<file path="config.mk">
export PLATFORM = sky130hd
export DESIGN_NAME = fflr_top
export DESIGN_NICKNAME = d
export VERILOG_FILES = /design/src/fflr_pkg.sv /design/src/fflr_top.sv
export SDC_FILE = /design/constraint.sdc
export NUM_CORES = 1
export LEC_CHECK = 0
export BUFFER_PORTS_ARGS = -buffer_cell sky130_fd_sc_hd__buf_4
export CAP_MARGIN = 25
export CORE_MARGIN = 2
export CORE_UTILIZATION = 57
export DETAILED_ROUTE_END_ITERATION = 7
export PLACE_DENSITY = 0.86
export SLEW_MARGIN = 5
export SYNTH_ARGS = -nofsm -noshare
export SYNTH_HDL_FRONTEND = slang
export SYNTH_SLANG_ARGS = --single-unit
</file>
<file path="constraint.sdc">
create_clock -name clk_i -period 2.5 [get_ports clk_i]
set_input_delay 0 -clock clk_i [delete_from_list [all_inputs] [get_ports clk_i]]
set_output_delay 0 -clock clk_i [all_outputs]
set_load 0.005 [all_outputs]
</file>
<file path="src/fflr_pkg.sv">
// Purpose: Constants for the fault flag live and latched readback block
// Assumes: Wishbone classic slave, byte-wide registers in the low data bits
// Notes: Printed offsets are register indices; byte address is four times the index
package fflr_pkg;
    // Register indices
    localparam logic [7:0] IDX_LIVE_TEMP = 8'h47;
    localparam logic [7:0] IDX_LIVE_BROWN = 8'h48;
    localparam logic [7:0] IDX_STK_PROT = 8'h49;
    localparam logic [7:0] IDX_STK_CRC = 8'h4a;
    localparam logic [7:0] IDX_STK_PLL = 8'h4b;
    localparam logic [7:0] IDX_STK_TEMP = 8'h4f;
    localparam logic [7:0] IDX_STK_BROWN = 8'h50;
    localparam logic [7:0] IDX_CLK_TYPE = 8'h51;
    localparam logic [7:0] IDX_CTRL = 8'h5c;
    localparam logic [7:0] IDX_MASK_PROT = 8'h3b;
    localparam logic [7:0] IDX_MASK_CRC = 8'h3c;
    localparam logic [7:0] IDX_MASK_PLL = 8'h3d;
    localparam logic [7:0] IDX_MASK_TEMP = 8'h40;
    localparam logic [7:0] IDX_MASK_BROWN = 8'h41;
    // Reset values
    localparam logic [7:0] STATUS_RESET = 8'h00;
    localparam logic [7:0] MASK_PROT_RESET = 8'hfc;
    localparam logic [7:0] MASK_CRC_RESET = 8'hbe;
    localparam logic [7:0] MASK_PLL_RESET = 8'hdf;
    localparam logic [7:0] MASK_TEMP_RESET = 8'hf6;
    localparam logic [7:0] MASK_BROWN_RESET = 8'h00;
    localparam logic [1:0] PIN_MODE_RESET = 2'h1;
    // Valid bits of partly reserved registers
    localparam logic [7:0] CRC_VALID = 8'h78;
    localparam logic [7:0] PLL_VALID = 8'ha0;
    localparam logic [7:0] CLK_TYPE_VALID = 8'h07;
    // Control register fields
    localparam int CTRL_CLEAR_BIT = 2;
    localparam int CTRL_MODE_LSB = 0;
    // Latched load diagnostic fault byte fields and protection byte clock error bit
    localparam int DIAG_DONE_BIT = 5;
    localparam int DIAG_CODE_LSB = 3;
    localparam int CLK_ERR_BIT = 2;
    // Pin pulse timing
    localparam int CLK_HZ = 20000000;
    localparam int PULSE_MS = 2;
    localparam int PERIOD_MS = 4;
    localparam int PULSE_CYCLES = CLK_HZ / 1000 * PULSE_MS;
    localparam int PERIOD_CYCLES = CLK_HZ / 1000 * PERIOD_MS;
    // Pin assertion modes
    typedef enum logic [1:0] {
        MODE_LIVE,
        MODE_LATCHED,
        MODE_LIVE_PULSE,
        MODE_LATCHED_REPEAT
    } fflr_mode_e;
endpackage

</file>
<file path="src/fflr_top.sv">
// Purpose: Live and latched fault flag readback with interrupt pin driver
// Assumes: Event inputs are synchronous to clk_i; 20 MHz clock
// Notes: Pin pulse counts are parameters so simulation can shorten them
`timescale 1ns/10ps

////////////////////////////////////////////////////////////////////////////////
module fflr_top #(
    parameter int PULSE_CYCLES = fflr_pkg::PULSE_CYCLES,
    parameter int PERIOD_CYCLES = fflr_pkg::PERIOD_CYCLES
) (
    // Clock and reset
    input wire logic clk_i,
    input wire logic rst_i,
    // Wishbone slave
    input wire logic wb_cyc_i,
    input wire logic wb_stb_i,
    input wire logic wb_we_i,
    input wire logic [9:0] wb_adr_i,
    input wire logic [3:0] wb_sel_i,
    input wire logic [31:0] wb_dat_i,
    output logic [31:0] wb_dat_o,
    output logic wb_ack_o,
    output logic wb_err_o,
    // Live temperature and supply events
    input wire logic [3:0] temp_over_i,
    input wire logic [2:0] regulator_fault_i,
    input wire logic power_stage_lockout_i,
    // Live brownout and thermal events
    input wire logic [1:0] thermal_threshold_i,
    input wire logic supply_gap_low_i,
    input wire logic brownout_active_i,
    input wire logic [3:0] brownout_level_i,
    // Protection events for latching
    input wire logic [7:0] protection_event_i,
    input wire logic [2:0] clock_error_type_i,
    input wire logic fuse_crc_error_i,
    input wire logic load_diag_done_i,
    input wire logic [1:0] load_diag_fault_code_i,
    input wire logic pll_clock_error_i,
    input wire logic battery_undervoltage_i,
    // Interrupt pin, active low
    output logic interrupt_request_pin_n_o
);

    // Repeat mode needs the pulse to fit inside its period
    if (PULSE_CYCLES < 1 || PERIOD_CYCLES <= PULSE_CYCLES) begin : g_bad_timing
        $error("Pulse must be at least one cycle and shorter than the period");
    end

    ////////////////////////////////////////////////////////////////////////////
    // Live and event vectors

    logic [7:0] live_temp;
    logic [7:0] live_brown;
    logic [7:0] ev_crc;
    logic [7:0] ev_pll;
    logic [7:0] ev_clk_type;

    assign live_temp = {temp_over_i,
                        regulator_fault_i,
                        power_stage_lockout_i};
    assign live_brown = {thermal_threshold_i,
                         supply_gap_low_i,
                         brownout_active_i,
                         brownout_level_i};
    // Reserved positions forced to zero here and again in the latch
    assign ev_crc = {1'b0,
                     fuse_crc_error_i,
                     load_diag_done_i,
                     load_diag_fault_code_i,
                     3'h0};
    assign ev_pll = {pll_clock_error_i,
                     1'b0,
                     battery_undervoltage_i,
                     5'h00};
    // Type is only recorded together with the clock error itself
    assign ev_clk_type = protection_event_i[fflr_pkg::CLK_ERR_BIT] ?
                         {5'h00, clock_error_type_i} : 8'h00;

    ////////////////////////////////////////////////////////////////////////////
    // Bus decode

    logic req;
    logic [7:0] idx;
    logic wr_ctrl;
    logic wr_byte;

    assign req = wb_cyc_i && wb_stb_i && !wb_ack_o && !wb_err_o;
    assign idx = wb_adr_i[9:2];
    // Only byte lane zero carries register data
    assign wr_byte = req && wb_we_i && wb_sel_i[0];
    assign wr_ctrl = wr_byte && idx == fflr_pkg::IDX_CTRL;

    ////////////////////////////////////////////////////////////////////////////
    // Live registers, registered once for clean readback

    logic [7:0] live_temp_reg;
    logic [7:0] live_brown_reg;

    always_ff @(posedge clk_i) begin
        if (rst_i) begin
            live_temp_reg <= fflr_pkg::STATUS_RESET;
        end else begin
            live_temp_reg <= live_temp;
        end
    end

    always_ff @(posedge clk_i) begin
        if (rst_i) begin
            live_brown_reg <= fflr_pkg::STATUS_RESET;
        end else begin
            live_brown_reg <= live_brown;
        end
    end

    ////////////////////////////////////////////////////////////////////////////
    // Control: clear bit, pin mode

    logic clear_reg;
    logic [1:0] pin_mode_reg;

    // Self-clearing: stands one cycle, then the latches hold only the events present in that cycle
    always_ff @(posedge clk_i) begin
        if (rst_i) begin
            clear_reg <= 1'b0;
        end else begin
            clear_reg <= wr_ctrl && wb_dat_i[fflr_pkg::CTRL_CLEAR_BIT];
        end
    end

    always_ff @(posedge clk_i) begin
        if (rst_i) begin
            pin_mode_reg <= fflr_pkg::PIN_MODE_RESET;
        end else if (wr_ctrl) begin
            pin_mode_reg <= wb_dat_i[fflr_pkg::CTRL_MODE_LSB +: 2];
        end
    end

    ////////////////////////////////////////////////////////////////////////////
    // Latched registers: set wins over clear

    logic [7:0] ev_all [6];
    logic [7:0] stk_reg [6];
    logic [7:0] stk_valid [6];

    assign ev_all[0] = protection_event_i;
    assign ev_all[1] = ev_crc;
    assign ev_all[2] = ev_pll;
    assign ev_all[3] = live_temp;
    assign ev_all[4] = live_brown;
    assign ev_all[5] = ev_clk_type;
    assign stk_valid[0] = 8'hff;
    assign stk_valid[1] = fflr_pkg::CRC_VALID;
    assign stk_valid[2] = fflr_pkg::PLL_VALID;
    assign stk_valid[3] = 8'hff;
    assign stk_valid[4] = 8'hff;
    assign stk_valid[5] = fflr_pkg::CLK_TYPE_VALID;

    // Event in the clear cycle sets again, so no event is lost
    genvar g;
    generate
        for (g = 0; g < 6; g++) begin : g_stk
            always_ff @(posedge clk_i) begin
                if (rst_i) begin
                    stk_reg[g] <= fflr_pkg::STATUS_RESET;
                end else if (clear_reg) begin
                    stk_reg[g] <= ev_all[g] & stk_valid[g];
                end else begin
                    stk_reg[g] <= (stk_reg[g] | ev_all[g]) & stk_valid[g];
                end
            end
        end
    endgenerate

    ////////////////////////////////////////////////////////////////////////////
    // Mask registers

    logic [7:0] mask_reg [5];
    logic [7:0] mask_idx [5];
    logic [7:0] mask_rst [5];

    assign mask_idx[0] = fflr_pkg::IDX_MASK_PROT;
    assign mask_idx[1] = fflr_pkg::IDX_MASK_CRC;
    assign mask_idx[2] = fflr_pkg::IDX_MASK_PLL;
    assign mask_idx[3] = fflr_pkg::IDX_MASK_TEMP;
    assign mask_idx[4] = fflr_pkg::IDX_MASK_BROWN;
    assign mask_rst[0] = fflr_pkg::MASK_PROT_RESET;
    assign mask_rst[1] = fflr_pkg::MASK_CRC_RESET;
    assign mask_rst[2] = fflr_pkg::MASK_PLL_RESET;
    assign mask_rst[3] = fflr_pkg::MASK_TEMP_RESET;
    assign mask_rst[4] = fflr_pkg::MASK_BROWN_RESET;

    generate
        for (g = 0; g < 5; g++) begin : g_mask
            always_ff @(posedge clk_i) begin
                if (rst_i) begin
                    mask_reg[g] <= mask_rst[g];
                end else if (wr_byte && idx == mask_idx[g]) begin
                    mask_reg[g] <= wb_dat_i[7:0];
                end
            end
        end
    endgenerate

    ////////////////////////////////////////////////////////////////////////////
    // Interrupt sources

    logic live_any;
    logic latched_any;
    logic [7:0] live_unmasked [5];
    logic [7:0] stk_unmasked [5];

    // Live bytes for latched-only sources reuse the raw event vectors
    assign live_unmasked[0] = protection_event_i & ~mask_reg[0];
    assign live_unmasked[1] = ev_crc & ~mask_reg[1];
    assign live_unmasked[2] = ev_pll & ~mask_reg[2];
    assign live_unmasked[3] = live_temp_reg & ~mask_reg[3];
    assign live_unmasked[4] = live_brown_reg & ~mask_reg[4];
    generate
        for (g = 0; g < 5; g++) begin : g_unm
            assign stk_unmasked[g] = stk_reg[g] & ~mask_reg[g];
        end
    endgenerate
    assign live_any = |{live_unmasked[0],
                        live_unmasked[1],
                        live_unmasked[2],
                        live_unmasked[3],
                        live_unmasked[4]};
    assign latched_any = |{stk_unmasked[0],
                           stk_unmasked[1],
                           stk_unmasked[2],
                           stk_unmasked[3],
                           stk_unmasked[4]};

    ////////////////////////////////////////////////////////////////////////////
    // Pin timing

    logic live_any_reg;
    logic [31:0] pulse_cnt_reg;
    logic [31:0] period_cnt_reg;
    logic pin_n_reg;

    always_ff @(posedge clk_i) begin
        if (rst_i) begin
            live_any_reg <= 1'b0;
        end else begin
            live_any_reg <= live_any;
        end
    end

    // Free-running period, so repeat pulses keep a fixed rhythm
    always_ff @(posedge clk_i) begin
        if (rst_i) begin
            period_cnt_reg <= 32'h0000_0000;
        end else if (period_cnt_reg >= 32'(PERIOD_CYCLES - 1)) begin
            period_cnt_reg <= 32'h0000_0000;
        end else begin
            period_cnt_reg <= period_cnt_reg + 32'h0000_0001;
        end
    end

    // One pulse per rising live event, not retriggered while running
    always_ff @(posedge clk_i) begin
        if (rst_i) begin
            pulse_cnt_reg <= 32'h0000_0000;
        end else if (live_any && !live_any_reg && pulse_cnt_reg == 32'h0000_0000) begin
            pulse_cnt_reg <= 32'(PULSE_CYCLES);
        end else if (pulse_cnt_reg != 32'h0000_0000) begin
            pulse_cnt_reg <= pulse_cnt_reg - 32'h0000_0001;
        end
    end

    // Active low, held inactive through reset
    always_ff @(posedge clk_i) begin
        if (rst_i) begin
            pin_n_reg <= 1'b1;
        end else begin
            case (fflr_pkg::fflr_mode_e'(pin_mode_reg))
                fflr_pkg::MODE_LIVE: pin_n_reg <= !live_any;
                fflr_pkg::MODE_LATCHED: pin_n_reg <= !latched_any;
                fflr_pkg::MODE_LIVE_PULSE: begin
                    pin_n_reg <= pulse_cnt_reg == 32'h0000_0000;
                end
                fflr_pkg::MODE_LATCHED_REPEAT: begin
                    pin_n_reg <= !(latched_any && period_cnt_reg < 32'(PULSE_CYCLES));
                end
                default: pin_n_reg <= 1'b1;
            endcase
        end
    end

    assign interrupt_request_pin_n_o = pin_n_reg;

    ////////////////////////////////////////////////////////////////////////////
    // Bus answer: one wait-free cycle, writes to status ignored

    logic [7:0] rd_byte;
    logic hit;

    always_comb begin
        rd_byte = 8'h00;
        hit = 1'b1;
        case (idx)
            fflr_pkg::IDX_LIVE_TEMP: rd_byte = live_temp_reg;
            fflr_pkg::IDX_LIVE_BROWN: rd_byte = live_brown_reg;
            fflr_pkg::IDX_STK_PROT: rd_byte = stk_reg[0];
            fflr_pkg::IDX_STK_CRC: rd_byte = stk_reg[1];
            fflr_pkg::IDX_STK_PLL: rd_byte = stk_reg[2];
            fflr_pkg::IDX_STK_TEMP: rd_byte = stk_reg[3];
            fflr_pkg::IDX_STK_BROWN: rd_byte = stk_reg[4];
            fflr_pkg::IDX_CLK_TYPE: rd_byte = stk_reg[5];
            fflr_pkg::IDX_CTRL: rd_byte = {5'h00, clear_reg, pin_mode_reg};
            fflr_pkg::IDX_MASK_PROT: rd_byte = mask_reg[0];
            fflr_pkg::IDX_MASK_CRC: rd_byte = mask_reg[1];
            fflr_pkg::IDX_MASK_PLL: rd_byte = mask_reg[2];
            fflr_pkg::IDX_MASK_TEMP: rd_byte = mask_reg[3];
            fflr_pkg::IDX_MASK_BROWN: rd_byte = mask_reg[4];
            default: hit = 1'b0;
        endcase
    end

    always_ff @(posedge clk_i) begin
        if (rst_i) begin
            wb_ack_o <= 1'b0;
        end else begin
            wb_ack_o <= req && hit;
        end
    end

    // Unmapped index answers with an error instead of silence
    always_ff @(posedge clk_i) begin
        if (rst_i) begin
            wb_err_o <= 1'b0;
        end else begin
            wb_err_o <= req && !hit;
        end
    end

    // Zero outside read answers keeps stale status off the bus
    always_ff @(posedge clk_i) begin
        if (rst_i) begin
            wb_dat_o <= 32'h0000_0000;
        end else if (req && hit && !wb_we_i) begin
            wb_dat_o <= {24'h000000, rd_byte};
        end else begin
            wb_dat_o <= 32'h0000_0000;
        end
    end

endmodule

</file>
# Word-level counts from Yosys, hierarchy flattened
# Memories as Yosys holds them, arrays and structs flattened.
# Index checks and enable logic that the tools add are counted.
# word_totals
register_bits	119
mem_bits_rw	88
output_inout_bits	35
elab_cells	157
memories	2
# memory_table
memory	depth	word_bits	rd	rd_clocked_by_memory_dff	wr	line	source
stk_reg	6	8	6	0	6	fflr_top.sv:143	logic [7:0] stk_reg [6];
mask_reg	5	8	5	0	5	fflr_top.sv:178	logic [7:0] mask_reg [5];
# op_classes
n_addsub	2
n_lt_le_gt_ge	2
n_eq_ne	17
n_mux	46
n_bitwise	39
reduce_logical	36
# ops
cell	count
2-to-1 mux 8 bit	17
one-hot mux 8 bit (14 select lines)	1
equality test 8 x 7 -> 1 bit, second input constant	11
OR reduction 40 bit	2
AND 8 bit	9
inverter 8 bit	5
adder 32 x 1 -> 32 bit, second input constant	1
greater-or-equal comparator 32 x 17 -> 1 bit, second input constant	1
logical NOT 32 bit	1
< comparator 32 x 16 -> 1 bit, second input constant	1
2-to-1 mux 16 bit	2
OR 8 bit	4
nonzero test 32 bit	1
subtractor 32 x 1 -> 32 bit, second input constant	1
equality test 8 x 6 -> 1 bit, second input constant	3
2-to-1 mux 1 bit	24
logical AND 1 bit	18
OR 1 bit	17
OR reduction 14 bit	1
AND 7 x 8 -> 8 bit	1
logical NOT 1 bit	8
OR 7 bit	1
OR reduction 2 bit	3
equality test 2 bit, second input constant	2
7 further kinds	7

# Longest topological paths before layout
# Gate-level depths: netlist of the first run.
# logic_depth
ltp_word	10
depth_mapped	10
depth_no_buf	7

# Worst setup path after synthesis of the first run
# OpenSTA, ideal clock, no wires.
# synth_timing
path_kind	reg2reg
startpoint	register wb_ack_o
endpoint	memory mask_reg[1][2] (data pin)
setup_ps	262
arrival_ps	1824
required_time_ps	2238
path_slack_ps	414
path_stages_with_launch	6
n_path_buf	1
synth_period_minus_slack_ps	2086
cell_sequence	dfxtp_1 -> nor4_1 -> and2_0 -> clkbuf_1 -> nand2_1 -> or2_2
# synth_lines
element	line	source
start, declared	fflr_top.sv:22	output logic wb_ack_o,
start signal, assigned	fflr_top.sv:326	wb_ack_o <= req && hit;
end, declared	fflr_top.sv:178	

# Worst setup path in the final report of the first run
# layout_timing
startpoint	register pulse_cnt_reg[0]
endpoint	register pulse_cnt_reg[19]
# layout_via
elab_chain_len	3
# layout_rtl
element	line	source
start, declared	fflr_top.sv:239	logic [31:0] pulse_cnt_reg;
start signal, assigned	fflr_top.sv:267	pulse_cnt_reg <= 32'(PULSE_CYCLES);
start signal, assigned	fflr_top.sv:269	pulse_cnt_reg <= pulse_cnt_reg - 32'h0000_0001;
parallel branches: the longest is 3 deep, another holds subtractor 32 x 1 -> 32 bit	--	
# Parallel ways; which one is timed is not known.
# A chain may end at the register's enable or synchronous reset.

==> key figures, run 1 <==
Floorplan
  • Die area: 0.01487 sq mm
  • Initial core utilization: 57.77%
  • Total core area: 0.01372 sq mm
  • Top-Level Pins: 119
  • Chip Height: 121.9 microns
  • Placement Rows: 43
  • Die Wd: 121.9 microns

Route
  • Drt first pass iters: 8
  • Vias: 7174
  • WL/cell: 19.21 microns
  • Drt total wl: 22.55 mm
  • Initial drt markers: 898
  • Routed Antenna Nets: 0
  • Drt drc: 12
  • Via/cell ratio: 6.111

Min path
  • Hold WC Path Type: in -> reg
  • Hold path start: wb_adr_i[4]

Placed design
  • Dpl ws: 0.2319 ns
  • Port Buffer Count: 65
  • Routability Congestion: 1.017
  • DP HPWL: 15.10 mm

Clock tree
  • CTS Sinks: 168
  • Root Driver: clkbuf_16
  • Clock Path Buffers: 2
  • CTS buffer count: 17
  • Post-CTS Setup Bufs: 0
  • CTS H-Tree Depth: 4
  • CTS tree: yes
  • Clk_lat worst skew: 0.43 ns
  • Clock slew at the register clock pins of the worst setup and hold paths: 0.07 ns

Worst setup path
  • Worst setup path start: pulse_cnt_reg[0]
  • Max stage delay cell, worst path: or4_1
  • Worst r2r src: pulse_cnt_reg[0]
  • Critical-path cell list: inv_1 > ha_1 > nor4b_1 > and3_1 > and3_2 > buf_4 > or4_1 > a21oi_1
  • Element type at the critical path end: register
  • Data arrival, critical path: 2.62 ns
  • Startpoint types: register
  • Data required time of the worst path: 2.87 ns
  • Max FO, Critical Path: 14
  • Slowest stage delay, CP: 0.46 ns
  • Worst Setup Path Type: reg -> reg

Layout
  • Filler Cells Inserted: 946
  • Layout cells sized above 1: 15.79%
  • Max reg flops: 40
  • Multi-input gate area: 0.003670 sq mm
  • P&R area growth vs syn: 24.67%
  • Sequential cell area: 0.004094 sq mm
  • # diodes: 0
  • Fin nets: 1068

Logic synthesis
  • Yosys cell types: 70
  • Ys async rst share: 0%
  • Mapped Avg Cell Area: 9.846 sq um
  • Post-Syn Instances: 805
  • Mapped Area: 0.007926 sq mm
  • Most common flop cell mapped by yosys: dfxtp_1
  • Number of enable flip-flop cells after synthesis: 73
  • Sequential-to-total area share from yosys stat: 51.65%
  • Synthesis-stage register bit count: 168
  • Synth warnings: 0

Global routing
  • Total GRT Usage: 30.60%
  • First-pass GRT wire length: 34.50 mm
  • Pin count of the biggest net entering global routing: 39
  • Met3 Use GR: 8.099%
  • Gr busiest metal: met2
  • Gr ovfl total: 0
  • Initial antenna violation count: 0
  • Vias in the first global route: 6613
  • M2 GR Usage: 46.51%
  • Met1 Use GR: 41.29%

STA
  • Final setup fails: 0
  • Part of the cycle the worst path needs: 90.32%
  • Maximum clock frequency: 442.9 MHz
  • Final worst slack: 0.2419 ns
  • Max-slew violations: 0
  • Min Tclk post-route: 2.258 ns
  • Fin. Hold Viols: 0
  • Final TNS setup: 0 ns
  • Slew @ Worst Pin: 0.7948 ns
  • Clk_skew: 0.009465 ns
  • RSZ-0062 raised after global routing: no
  • Slew Limit Headroom: 47.02%

Power
  • Internal: 5.766 mW
  • Leakage power: 3.820 nW
  • Combinational power share: 29.5%
  • Switching part of the total power: 33.12%
  • Net Sw Power: 2.855 mW
  • PD cells: 872.3 mW/mm^2
  • Clock power share: 29.8%
  • VDD IR max: 0.8431 mV
  • Seq pwr share: 40.6%

Job
  • Max Cap Viol: 0

Status
  • Failing checks: design-rule violations
  • Status: finished with violations
-- power by group through the flow --
stage | clock network [mW] | logic [mW] | registers [mW]
finish | 2.57 | 2.55 | 3.50
global route | 2.70 | 2.78 | 3.54
CTS | 2.58 | 2.46 | 3.49
detailed placement | 0 | 2.38 | 3.54
global placement | 0 | 2.32 | 3.52
floorplan | 0 | 1.53 | 3.39
-- repair_timing --
item                                    4_1_cts  5_1_grt
endpoints found under the hold margin       114        0
endpoints found under the setup margin        0        5
resized for setup                             0        1
hold buffers                                 47        0
-- per-layer routing --
metal	share of wire (%)	vias to the layer above
li1	-	3229
met3	13	103
met5	0	-
met4	3.9	0
met2	45	539
met1	39	3303
-- cell type report --
| cell class | count | share of cell area, % |
|---|---|---|
| clock buffers | 21 | 5.103 |
| clock inverters | 11 | 0.8230 |
| inverters | 33 | 1.253 |
| multi-input cells | 619 | 37.14 |
| flip-flops and latches | 168 | 41.43 |
| well taps | 180 | 2.279 |
| repair buffers | 142 | 11.98 |
-- worst max-delay path: cells and delay by family (launching register included) --
family          cells  cell delay (ns)
fa+ha+maj           1             0.20
buf+inv             2             0.28
flops               1             0.41
compound gates      1             0.13
simple gates        4             1.17
-- final timing paths --
check / end / depth (start not counted) / slack [ns]
worst max-delay path: pulse_cnt_reg[19] / 8 / 0.24
worst min-delay path: wb_err_o / 3 / 0.03
worst max register to register: pulse_cnt_reg[19] / 8 / 0.24
worst min register to register: pulse_cnt_reg[14] / 2 / 0.47
-- cells in the mapped netlist (3+ instances only) --
| master | number | share of area [%] |
|---|---|---|
| a22oi_1 | 7 | 0.66 |
| nand3_1 | 27 | 1.7 |
| nand4_1 | 12 | 0.95 |
| clkbuf_1 | 20 | 0.95 |
| and2_1 | 11 | 0.87 |
| nor4_2 | 3 | 0.47 |
| a222oi_1 | 5 | 0.63 |
| o2111ai_1 | 7 | 0.77 |
| nand2b_1 | 21 | 1.7 |
| nor2_1 | 76 | 3.6 |
| dfxtp_1 | 95 | 24 |
| a21oi_1 | 53 | 3.3 |
| nor3_1 | 28 | 1.8 |
| o31ai_1 | 3 | 0.28 |
| and4_1 | 4 | 0.44 |
| xnor2_1 | 13 | 1.4 |
| and3_1 | 13 | 1.0 |
| a32oi_1 | 4 | 0.44 |
| or2_2 | 17 | 1.3 |
| buf_4 | 24 | 2.3 |
| mux2i_1 | 13 | 1.6 |
| o21ai_0 | 13 | 0.82 |
| buf_2 | 5 | 0.32 |
| or4_1 | 8 | 0.76 |
| a2111oi_0 | 3 | 0.33 |
| nor2b_1 | 37 | 2.9 |
| inv_1 | 32 | 1.5 |
| o2bb2ai_1 | 4 | 0.44 |
| nand2_1 | 42 | 2.0 |
| edfxtp_1 | 73 | 28 |
| ha_1 | 3 | 0.47 |
| a211oi_1 | 11 | 1.0 |
| or3_1 | 7 | 0.55 |
| nor3b_1 | 3 | 0.28 |
| a31oi_1 | 10 | 0.79 |
| xor2_1 | 13 | 1.4 |
| nor4_1 | 17 | 1.3 |
| a221oi_1 | 10 | 1.1 |
| o22ai_1 | 6 | 0.47 |
| buf_1 | 6 | 0.28 |
| a22o_1 | 5 | 0.55 |
-- cells in the final DEF (no fill, tap or decap), drive strengths merged, types with 17 or more instances in the layout --
cell type / count
inv: 37
nor2: 76
nand2b: 21
edfxtp: 73
conb: 72
dfxtp: 95
nand3: 27
a21oi: 53
nor2b: 37
buf: 95
clkbuf: 21
nor4: 20
nand2: 42
or2: 17
dlygate4sd3: 47
nor3: 29
-- per-stage QoR --
stage	hold slack (ns)	power (mW)	std cells	utilization [%]	cell area, sq um
floorplan	0.1282	4.917	875	-	8189
global placement	0.2225	5.843	1095	64.32	8825
detailed placement	0.2269	5.916	1095	64.32	8825
CTS	0.007982	8.534	1174	72.02	9881
global route	0.04932	9.017	1174	72.03	9882
finish	0.02797	8.620	1174	72.03	9882
-- cell families after synthesis --
logic type               share of synthesized area [%]
AO/OA/AOI/OAI                                    14.18
XOR/XNOR                                         2.873
adder cells (fa/ha/maj)                         0.4736
buffers and inverters                            5.383
flip-flops                                       51.65
multiplexers                                     1.642
other                                          0.09475
AND/OR/NAND/NOR                                  23.71
No activity file was read; power rests on OpenSTA's default activity.
==> inputs of run 2 (changes only) <==
--- a/config.mk
+++ b/config.mk
@@ -6,11 +6,12 @@
 export NUM_CORES = 1
 export LEC_CHECK = 0
 export BUFFER_PORTS_ARGS = -buffer_cell sky130_fd_sc_hd__buf_4
-export CAP_MARGIN = 25
+export CAP_MARGIN = 5
 export CORE_MARGIN = 2
-export CORE_UTILIZATION = 57
+export CORE_UTILIZATION = 55
 export DETAILED_ROUTE_END_ITERATION = 7
-export PLACE_DENSITY = 0.86
+export MAX_ROUTING_LAYER = met4
+export PLACE_DENSITY = 0.83
 export SLEW_MARGIN = 5
 export SYNTH_ARGS = -nofsm -noshare
 export SYNTH_HDL_FRONTEND = slang
==> run 2 against run 1 <==
The run now ends clean. Hold slack gained 0.023 ns. Highest routed layer unchanged. Register-to-register slack got worse by 0.05 ns. Via count down 1.8%. Maximum frequency is 2.1% lower. Setup slack worse by 0.049 ns. Die area is 3.5% higher. Cell count down 0.17%. Count of clock-buffer cells in the layout decreased by 2. Non-clock buffer count shrank 3. Combinational power fell by 4%. Largest power group unchanged. Clock power is 2% lower. Flip-flop and latch count is the same.
==> key figures, run 2 (same netlist as run 1, synthesis figures left out) <==
Route
  • Via/cell ratio: 6.009 (-1.7%)
  • Drt first pass iters: 8 (unchanged)
  • Drt drc: 0 (-12)
  • Drt total wl: 22.64 mm (+0.40%)
  • Initial drt markers: 977 (+8.8%)
  • Vias: 7042 (-1.8%)
  • WL/cell: 19.31 microns (+0.57%)
  • Routed Antenna Nets: 0 (unchanged)

Worst setup path
  • Worst Setup Path Type: reg -> reg
  • Element type at the critical path end: register
  • Slowest stage delay, CP: 0.73 ns (+0.27 ns)
  • Reg2Reg Depth: 5 (-3)
  • Startpoint types: register
  • Critical-path cell list: nor4_1 > nand2_1 > nor4_4 > o21ai_0 > a211oi_1
  • Data required time of the worst path: 2.85 ns (-0.02 ns)
  • Max FO, Critical Path: 7 (-7)
  • Max stage delay cell, worst path: nor4_1
  • Data arrival, critical path: 2.66 ns (+0.04 ns)

STA
  • RSZ-0062 raised after global routing: no
  • Slew @ Worst Pin: 1.146 ns (+0.3511 ns)
  • Clk_skew: 0.006827 ns (-0.002638 ns)
  • Final TNS setup: 0 ns (unchanged)
  • Fin. Hold Viols: 0 (unchanged)
  • Final setup fails: 0 (unchanged)
  • Part of the cycle the worst path needs: 92.29% (+2.0 points)
  • Min Tclk post-route: 2.307 ns (+0.04907 ns)
  • Maximum clock frequency: 433.4 MHz (-2.1%)
  • Final worst slack: 0.1929 ns (-0.04907 ns)
  • Max-slew violations: 0 (unchanged)
  • Slew Limit Headroom: 23.53% (-23 points)

Placed design
  • Routability Congestion: 1.008 (-0.87%)
  • Dpl ws: 0.3015 ns (+0.06965 ns)
  • Port Buffer Count: 65 (unchanged)
  • DP HPWL: 15.72 mm (+4.1%)

Floorplan
  • Total core area: 0.01399 sq mm (+2.0%)
  • Initial core utilization: 56.66% (-1.1 points)
  • Top-Level Pins: 119 (unchanged)
  • Die Wd: 124.1 microns (+1.7%)
  • Die area: 0.01539 sq mm (+3.5%)
  • Placement Rows: 43 (unchanged)
  • Chip Height: 124.1 microns (+1.7%)

Global routing
  • Gr ovfl total: 0 (unchanged)
  • Vias in the first global route: 6592 (-0.32%)
  • Total GRT Usage: 31.35% (+0.76 points)
  • Initial antenna violation count: 1 (+1)
  • First-pass GRT wire length: 34.78 mm (+0.80%)
  • Pin count of the biggest net entering global routing: 34 (-13%)

Clock tree
  • CTS H-Tree Depth: 4 (unchanged)
  • Clock slew at the register clock pins of the worst setup and hold paths: 0.07 ns (about the same)
  • Clk_lat worst skew: 0.44 ns (about the same)
  • CTS buffer count: 17 (unchanged)
  • CTS tree: yes
  • CTS Sinks: 168 (unchanged)
  • Root Driver: clkbuf_16
  • Clock Path Buffers: 2 (unchanged)

Min path
  • Hold WC Path Type: in -> reg
  • Hold Path Depth: 5 (+2)

Layout
  • Max reg flops: 40 (unchanged)
  • Fin nets: 1065 (-0.28%)
  • Most frequent cells in the layout: 95 x dfxtp_1, 86 x buf_4, 76 x nor2_1
  • Multi-input gate area: 0.003677 sq mm (+0.20%)
  • Most common cell after layout, fill and taps aside: dfxtp_1
  • Layout cells sized above 1: 15.04% (-0.76 points)
  • Filler Cells Inserted: 1054 (+11%)
  • P&R area growth vs syn: 24.51%
  • Sequential cell area: 0.004094 sq mm (unchanged)

Power
  • PD cells: 856.2 mW/mm^2 (-1.8%)
  • VDD IR max: 0.6151 mV (-27%)
  • Leakage power: 3.811 nW (-0.25%)

Status
  • Status: complete, no violations

Job
  • Max Cap Viol: 0 (unchanged)
run 2: changes by cell type in the layout (fill, tap and decap cells not counted), moves of 2 or more:
cell           previous run  this run
clkinvlp_4                2         0
buf_4                    95        86
clkinv_4                  1         4
dlygate4sd3_1            47        53
clkbuf_16                20        18
inv_6                     3         5
run 2: path summary, 6_finish.rpt:
check | start | end | slack, ns
min reg2reg | pulse_cnt_reg[14] | pulse_cnt_reg[14] | 0.47
max reg2reg | pulse_cnt_reg[11] | pulse_cnt_reg[15] | 0.19
max | pulse_cnt_reg[11] | pulse_cnt_reg[15] | 0.19
min | wb_we_i | wb_dat_o[5] | 0.05
run 2: where the power goes:
part | total (mW) | leakage [nW] | internal, mW | switching [mW]
Clock | 2.52 | 0.286 | 1.38 | 1.14
Combinational | 2.45 | 2.07 | 1.05 | 1.40
Sequential | 3.48 | 1.45 | 3.17 | 0.313
Total | 8.45 | 3.81 | 5.59 | 2.86
run 2: what timing repair did:
| action | in CTS | in global routing |
|---|---|---|
| endpoints found under the hold margin | 99 | 0 |
| hold buffers | 53 | 0 |
| resized for setup | 0 | 1 |
| setup buffers | 0 | 0 |
| setup endpoints to repair | 0 | 1 |
run 2: per-stage QoR:
step                      instances  total power, mW  hold WS (ns)  instance area, sq um  utilization (%)
after floorplan                 875            4.917        0.1282                  8189                -
after CTS                      1171            8.344       0.02408                  9858            70.47
final                          1172            8.451       0.05064                  9869            70.55
after detailed placement       1086            5.773        0.2308                  8757            62.60
after global placement         1086            5.712        0.2239                  8757            62.60
after global routing           1172            8.866       0.05716                  9869            70.55
run 2: layer usage:
metal	vias to the layer above	GRT usage, %	part of all wire [%]
met2	459	45.49	44
met4	0	12.29	3.0
met5	-	-	0
met3	89	8.883	11
met1	3272	41.66	41
li1	3222	-	-
run 2: worst max-delay path, delay by kind of cell (launching register included):
family,cells,cell delay (ns)
and+or+nand+nor,3,1.36
AOI/OAI and AO/OA,2,0.49
DFF,1,0.37
run 2: final cells by class:
type / count / area share [%]
tap: 180 / 2.282
timing repair buffer: 139 / 11.92
antenna: 1 / 0.02535
sequential: 168 / 41.48
inverter: 33 / 1.255
clock inverter: 13 / 1.078
multi-input combinational: 619 / 37.26
clock buffer: 19 / 4.703
==> inputs of run 3 (changes only) <==
--- a/config.mk
+++ b/config.mk
@@ -5,12 +5,12 @@
 export SDC_FILE = /design/constraint.sdc
 export NUM_CORES = 1
 export LEC_CHECK = 0
+export ABC_AREA = 1
 export BUFFER_PORTS_ARGS = -buffer_cell sky130_fd_sc_hd__buf_4
 export CAP_MARGIN = 5
 export CORE_MARGIN = 2
 export CORE_UTILIZATION = 55
 export DETAILED_ROUTE_END_ITERATION = 7
-export MAX_ROUTING_LAYER = met4
 export PLACE_DENSITY = 0.83
 export SLEW_MARGIN = 5
 export SYNTH_ARGS = -nofsm -noshare
==> constraint.sdc (replaced) <==
create_clock -name clk_i -period 2.42 [get_ports clk_i]
set_input_delay 0 -clock clk_i [delete_from_list [all_inputs] [get_ports clk_i]]
set_output_delay 0 -clock clk_i [all_outputs]
set_load 0.005 [all_outputs]
==> run 3 against run 2 <==
Utilization down 2.7 points. Largest cell class unchanged. Global-route usage down 3.3 points. Clock skew up 0.0028 ns. Synthesized cell count up 44%. Highest routed layer unchanged. Area after synthesis up 8.5%. Count of clock-buffer cells in the layout up 2.
==> key figures, run 3 <==
STA
  • RSZ-0062 raised after global routing: no
  • Slew Limit Headroom: 62.92% (+39 points)
  • Clk_skew: 0.009647 ns (+0.002820 ns)
  • Min Tclk post-route: 1.842 ns (-0.4651 ns)
  • Final TNS setup: 0 ns (unchanged)
  • Final setup fails: 0 (unchanged)
  • Part of the cycle the worst path needs: 76.12% (-16 points)
  • Fin. Hold Viols: 0 (unchanged)
  • Slew @ Worst Pin: 0.5541 ns (-0.5917 ns)
  • Max-slew violations: 0 (unchanged)
  • Maximum clock frequency: 542.9 MHz (+25%)

Min path
  • Hold WC Path Type: in -> reg

Route
  • Drt first pass iters: 5 (-3)
  • Routed Antenna Nets: 0 (unchanged)
  • WL/cell: 14.65 microns (-24%)
  • Via/cell ratio: 5.025 (-16%)
  • Drt total wl: 22.55 mm (-0.37%)
  • Initial drt markers: 862 (-12%)
  • Drt drc: 0 (unchanged)
  • Vias: 7733 (+9.8%)

Status
  • Status: complete, no violations

Layout
  • Filler Cells Inserted: 1261 (+20%)
  • Fin nets: 1402 (+32%)
  • Max reg flops: 40 (unchanged)
  • Most frequent cells in the layout: 298 x nand2_1, 249 x nor2_1, 154 x inv_1
  • Layout cells sized above 1: 9.940% (-5.1 points)
  • # diodes: 0 (-1)
  • Finished Core Util: 67.90% (-2.7 points)
  • Final instance area: 0.01036 sq mm (+5.0%)
  • Most common cell after layout, fill and taps aside: nand2_1
  • Filler-free cell count of the finished design: 1539 (+31%)
  • P&R area growth vs syn: 20.51%

Worst setup path
  • Max stage delay cell, worst path: nor2_2
  • Data arrival, critical path: 2.12 ns (-0.54 ns)
  • Max FO, Critical Path: 7 (unchanged)
  • Startpoint types: register
  • Worst Setup Path Type: reg -> reg
  • Cell mode on critical path: nor2_1
  • Critical path's top delay family: simple AND/OR/NAND/NOR gates
  • Element type at the critical path end: register
  • Data required time of the worst path: 2.70 ns (-0.15 ns)
  • Slowest stage delay, CP: 0.43 ns (-0.30 ns)
  • Critical-path cell list: nor2_1 > nand3_1 > nor2_2 > nand2_1 > nor2_1 > inv_1 > nor2_1
  • CP bufs+invs: 1 (+1)

Clock tree
  • Clock slew at the register clock pins of the worst setup and hold paths: 0.07 ns (about the same)
  • CTS buffer count: 17 (unchanged)
  • Clock Path Buffers: 2 (unchanged)
  • Clk_lat worst skew: 0.43 ns (about the same)
  • CTS Sinks: 168 (unchanged)
  • CTS tree: yes
  • CTS H-Tree Depth: 4 (unchanged)
  • Root Driver: clkbuf_16

Floorplan
  • Top-Level Pins: 119 (unchanged)
  • Die Wd: 129.0 microns (+4.0%)
  • Initial core utilization: 56.34% (-0.32 points)
  • Placement Rows: 45 (+4.7%)
  • Die area: 0.01665 sq mm (+8.2%)
  • Chip Height: 129.0 microns (+4.0%)
  • Total core area: 0.01526 sq mm (+9.1%)

Global routing
  • First-pass GRT wire length: 35.63 mm (+2.5%)
  • Total GRT Usage: 28.08% (-3.3 points)
  • Pin count of the biggest net entering global routing: 41 (+21%)
  • Gr ovfl total: 0 (unchanged)
  • Initial antenna violation count: 0 (-1)
  • Vias in the first global route: 7349 (+11%)

Placed design
  • Placed cell areas: 0.009351 sq mm (+6.8%)
  • Placed cells: 1464 (+35%)
  • Routability Congestion: 0.9511 (-5.7%)
  • DP HPWL: 16.22 mm (+3.2%)
  • Port Buffer Count: 65 (unchanged)

Power
  • Seq pwr share: 37.9% (-3.3 points)
  • Internal: 5.972 mW (+6.8%)
  • VDD IR max: 0.6692 mV (+8.8%)
  • Switching part of the total power: 36.52% (+2.7 points)
  • PD cells: 908.2 mW/mm^2 (+6.1%)
  • Clock power share: 28.0% (-1.9 points)
  • Combinational power share: 34.0% (+5.1 points)
  • Leakage power: 4.798 nW (+26%)
  • Net Sw Power: 3.436 mW (+20%)
  • Pwr Total: 9.409 mW (+11%)

Logic synthesis
  • Post-Syn Instances: 1157 (+44%)
  • Synth warnings: 0 (unchanged)
  • Cell taking the most area after synthesis: edfxtp_1
  • Mapped Avg Cell Area: 7.430 sq um (-25%)
  • Top-count cell post-synth: nand2_1
  • Ys async rst share: 0% (unchanged)
  • Mapped Area: 0.008597 sq mm (+8.5%)
  • Sequential-to-total area share from yosys stat: 47.62% (-4.0 points)
  • Top cells by count, synth: 298 x nand2_1, 249 x nor2_1, 154 x inv_1
  • Yosys cell types: 35 (-50%)
  • Number of enable flip-flop cells after synthesis: 73 (unchanged)
  • Share of the synthesized area in the top cell type: 25.50% (-2.2 points)
  • Synthesis-stage register bit count: 168 (unchanged)
  • Main area contributors after synthesis: edfxtp_1 25%, dfxtp_1 22%, nand2_1 13%
  • Most common flop cell mapped by yosys: dfxtp_1

Job
  • Max Cap Viol: 0 (unchanged)
[run 3: changes by cell type in the layout (fill, tap and decap cells not counted), sizes merged, moves of 16 or more]
cell / delta
buf: -16
nand2: +266
nor4: -19
nand3: +33
nor3: -21
o21ai: +48
or2: -16
inv: +117
nor2b: -37
nor2: +189
a21oi: -43
nand2b: -21
[run 3: timing repair]
action | 4_1_cts | 5_1_grt
hold buffers | 43 | 0
hold endpoints to repair | 80 | 0
setup buffers | 0 | 0
resized for setup | 0 | 0
[run 3: power groups by stage]
stage	logic (mW)	registers, mW	clock network (mW)
after detailed placement	3.08	3.62	0
final	3.20	3.57	2.64
after global routing	3.68	3.61	2.77
after floorplan	2.56	3.54	0
after CTS	3.17	3.56	2.67
after global placement	3.03	3.61	0
[run 3: final cells by class]
cell class | count | area (sq um) | share of cell area, %
Timing Repair Buffer | 113 | 968.4 | 9.348
Multi-Input combinational cell | 859 | 3870 | 37.36
Clock buffer | 21 | 481.7 | 4.650
Tap cell | 211 | 264.0 | 2.548
Sequential cell | 168 | 4094 | 39.52
Inverter | 156 | 585.6 | 5.652
Clock inverter | 11 | 96.34 | 0.9300
[run 3: tightest hold or removal path, stage by stage]
cell     delay (ns)
buf_4          0.08
inv_1          0.15
nand2_1        0.11
[run 3: metrics by stage]
step                hold WS, ns  worst slack (ns)
detailed placement       0.2273            0.6260
CTS                    0.002787            0.6153
finish                 0.004060            0.5780
global route            0.02120            0.4348
floorplan                0.1248            0.9552
global placement         0.2180            0.6990
[run 3: path summary, 6_finish.rpt]
| path | start | end | slack, ns | cells past startpoint |
|---|---|---|---|---|
| max | wb_ack_o | mask_reg[0][1] | 0.58 | 7 |
| min | wb_dat_i[2] | mask_reg[2][2] | 0.004 | 3 |
| max reg2reg | wb_ack_o | mask_reg[0][1] | 0.58 | 7 |
| min reg2reg | period_cnt_reg[0] | period_cnt_reg[0] | 0.45 | 1 |
[run 3: logic make-up after synthesis]
group | count (synthesis) | share of synthesized area, %
XOR/XNOR | 39 | 3.973
buffers and inverters | 200 | 10.42
adder cells (fa/ha/maj) | 3 | 0.4367
other | 2 | 0.08736
flip-flops | 168 | 47.62
AO/OA/AOI/OAI | 90 | 5.531
AND/OR/NAND/NOR | 655 | 31.93
[run 3: layer usage]
metal / track usage, % / share of wire (%)
met4: 15.98 / 5.2
met3: 6.111 / 7.6
met2: 46.87 / 47
met5: 0 / 0
met1: 33.77 / 40
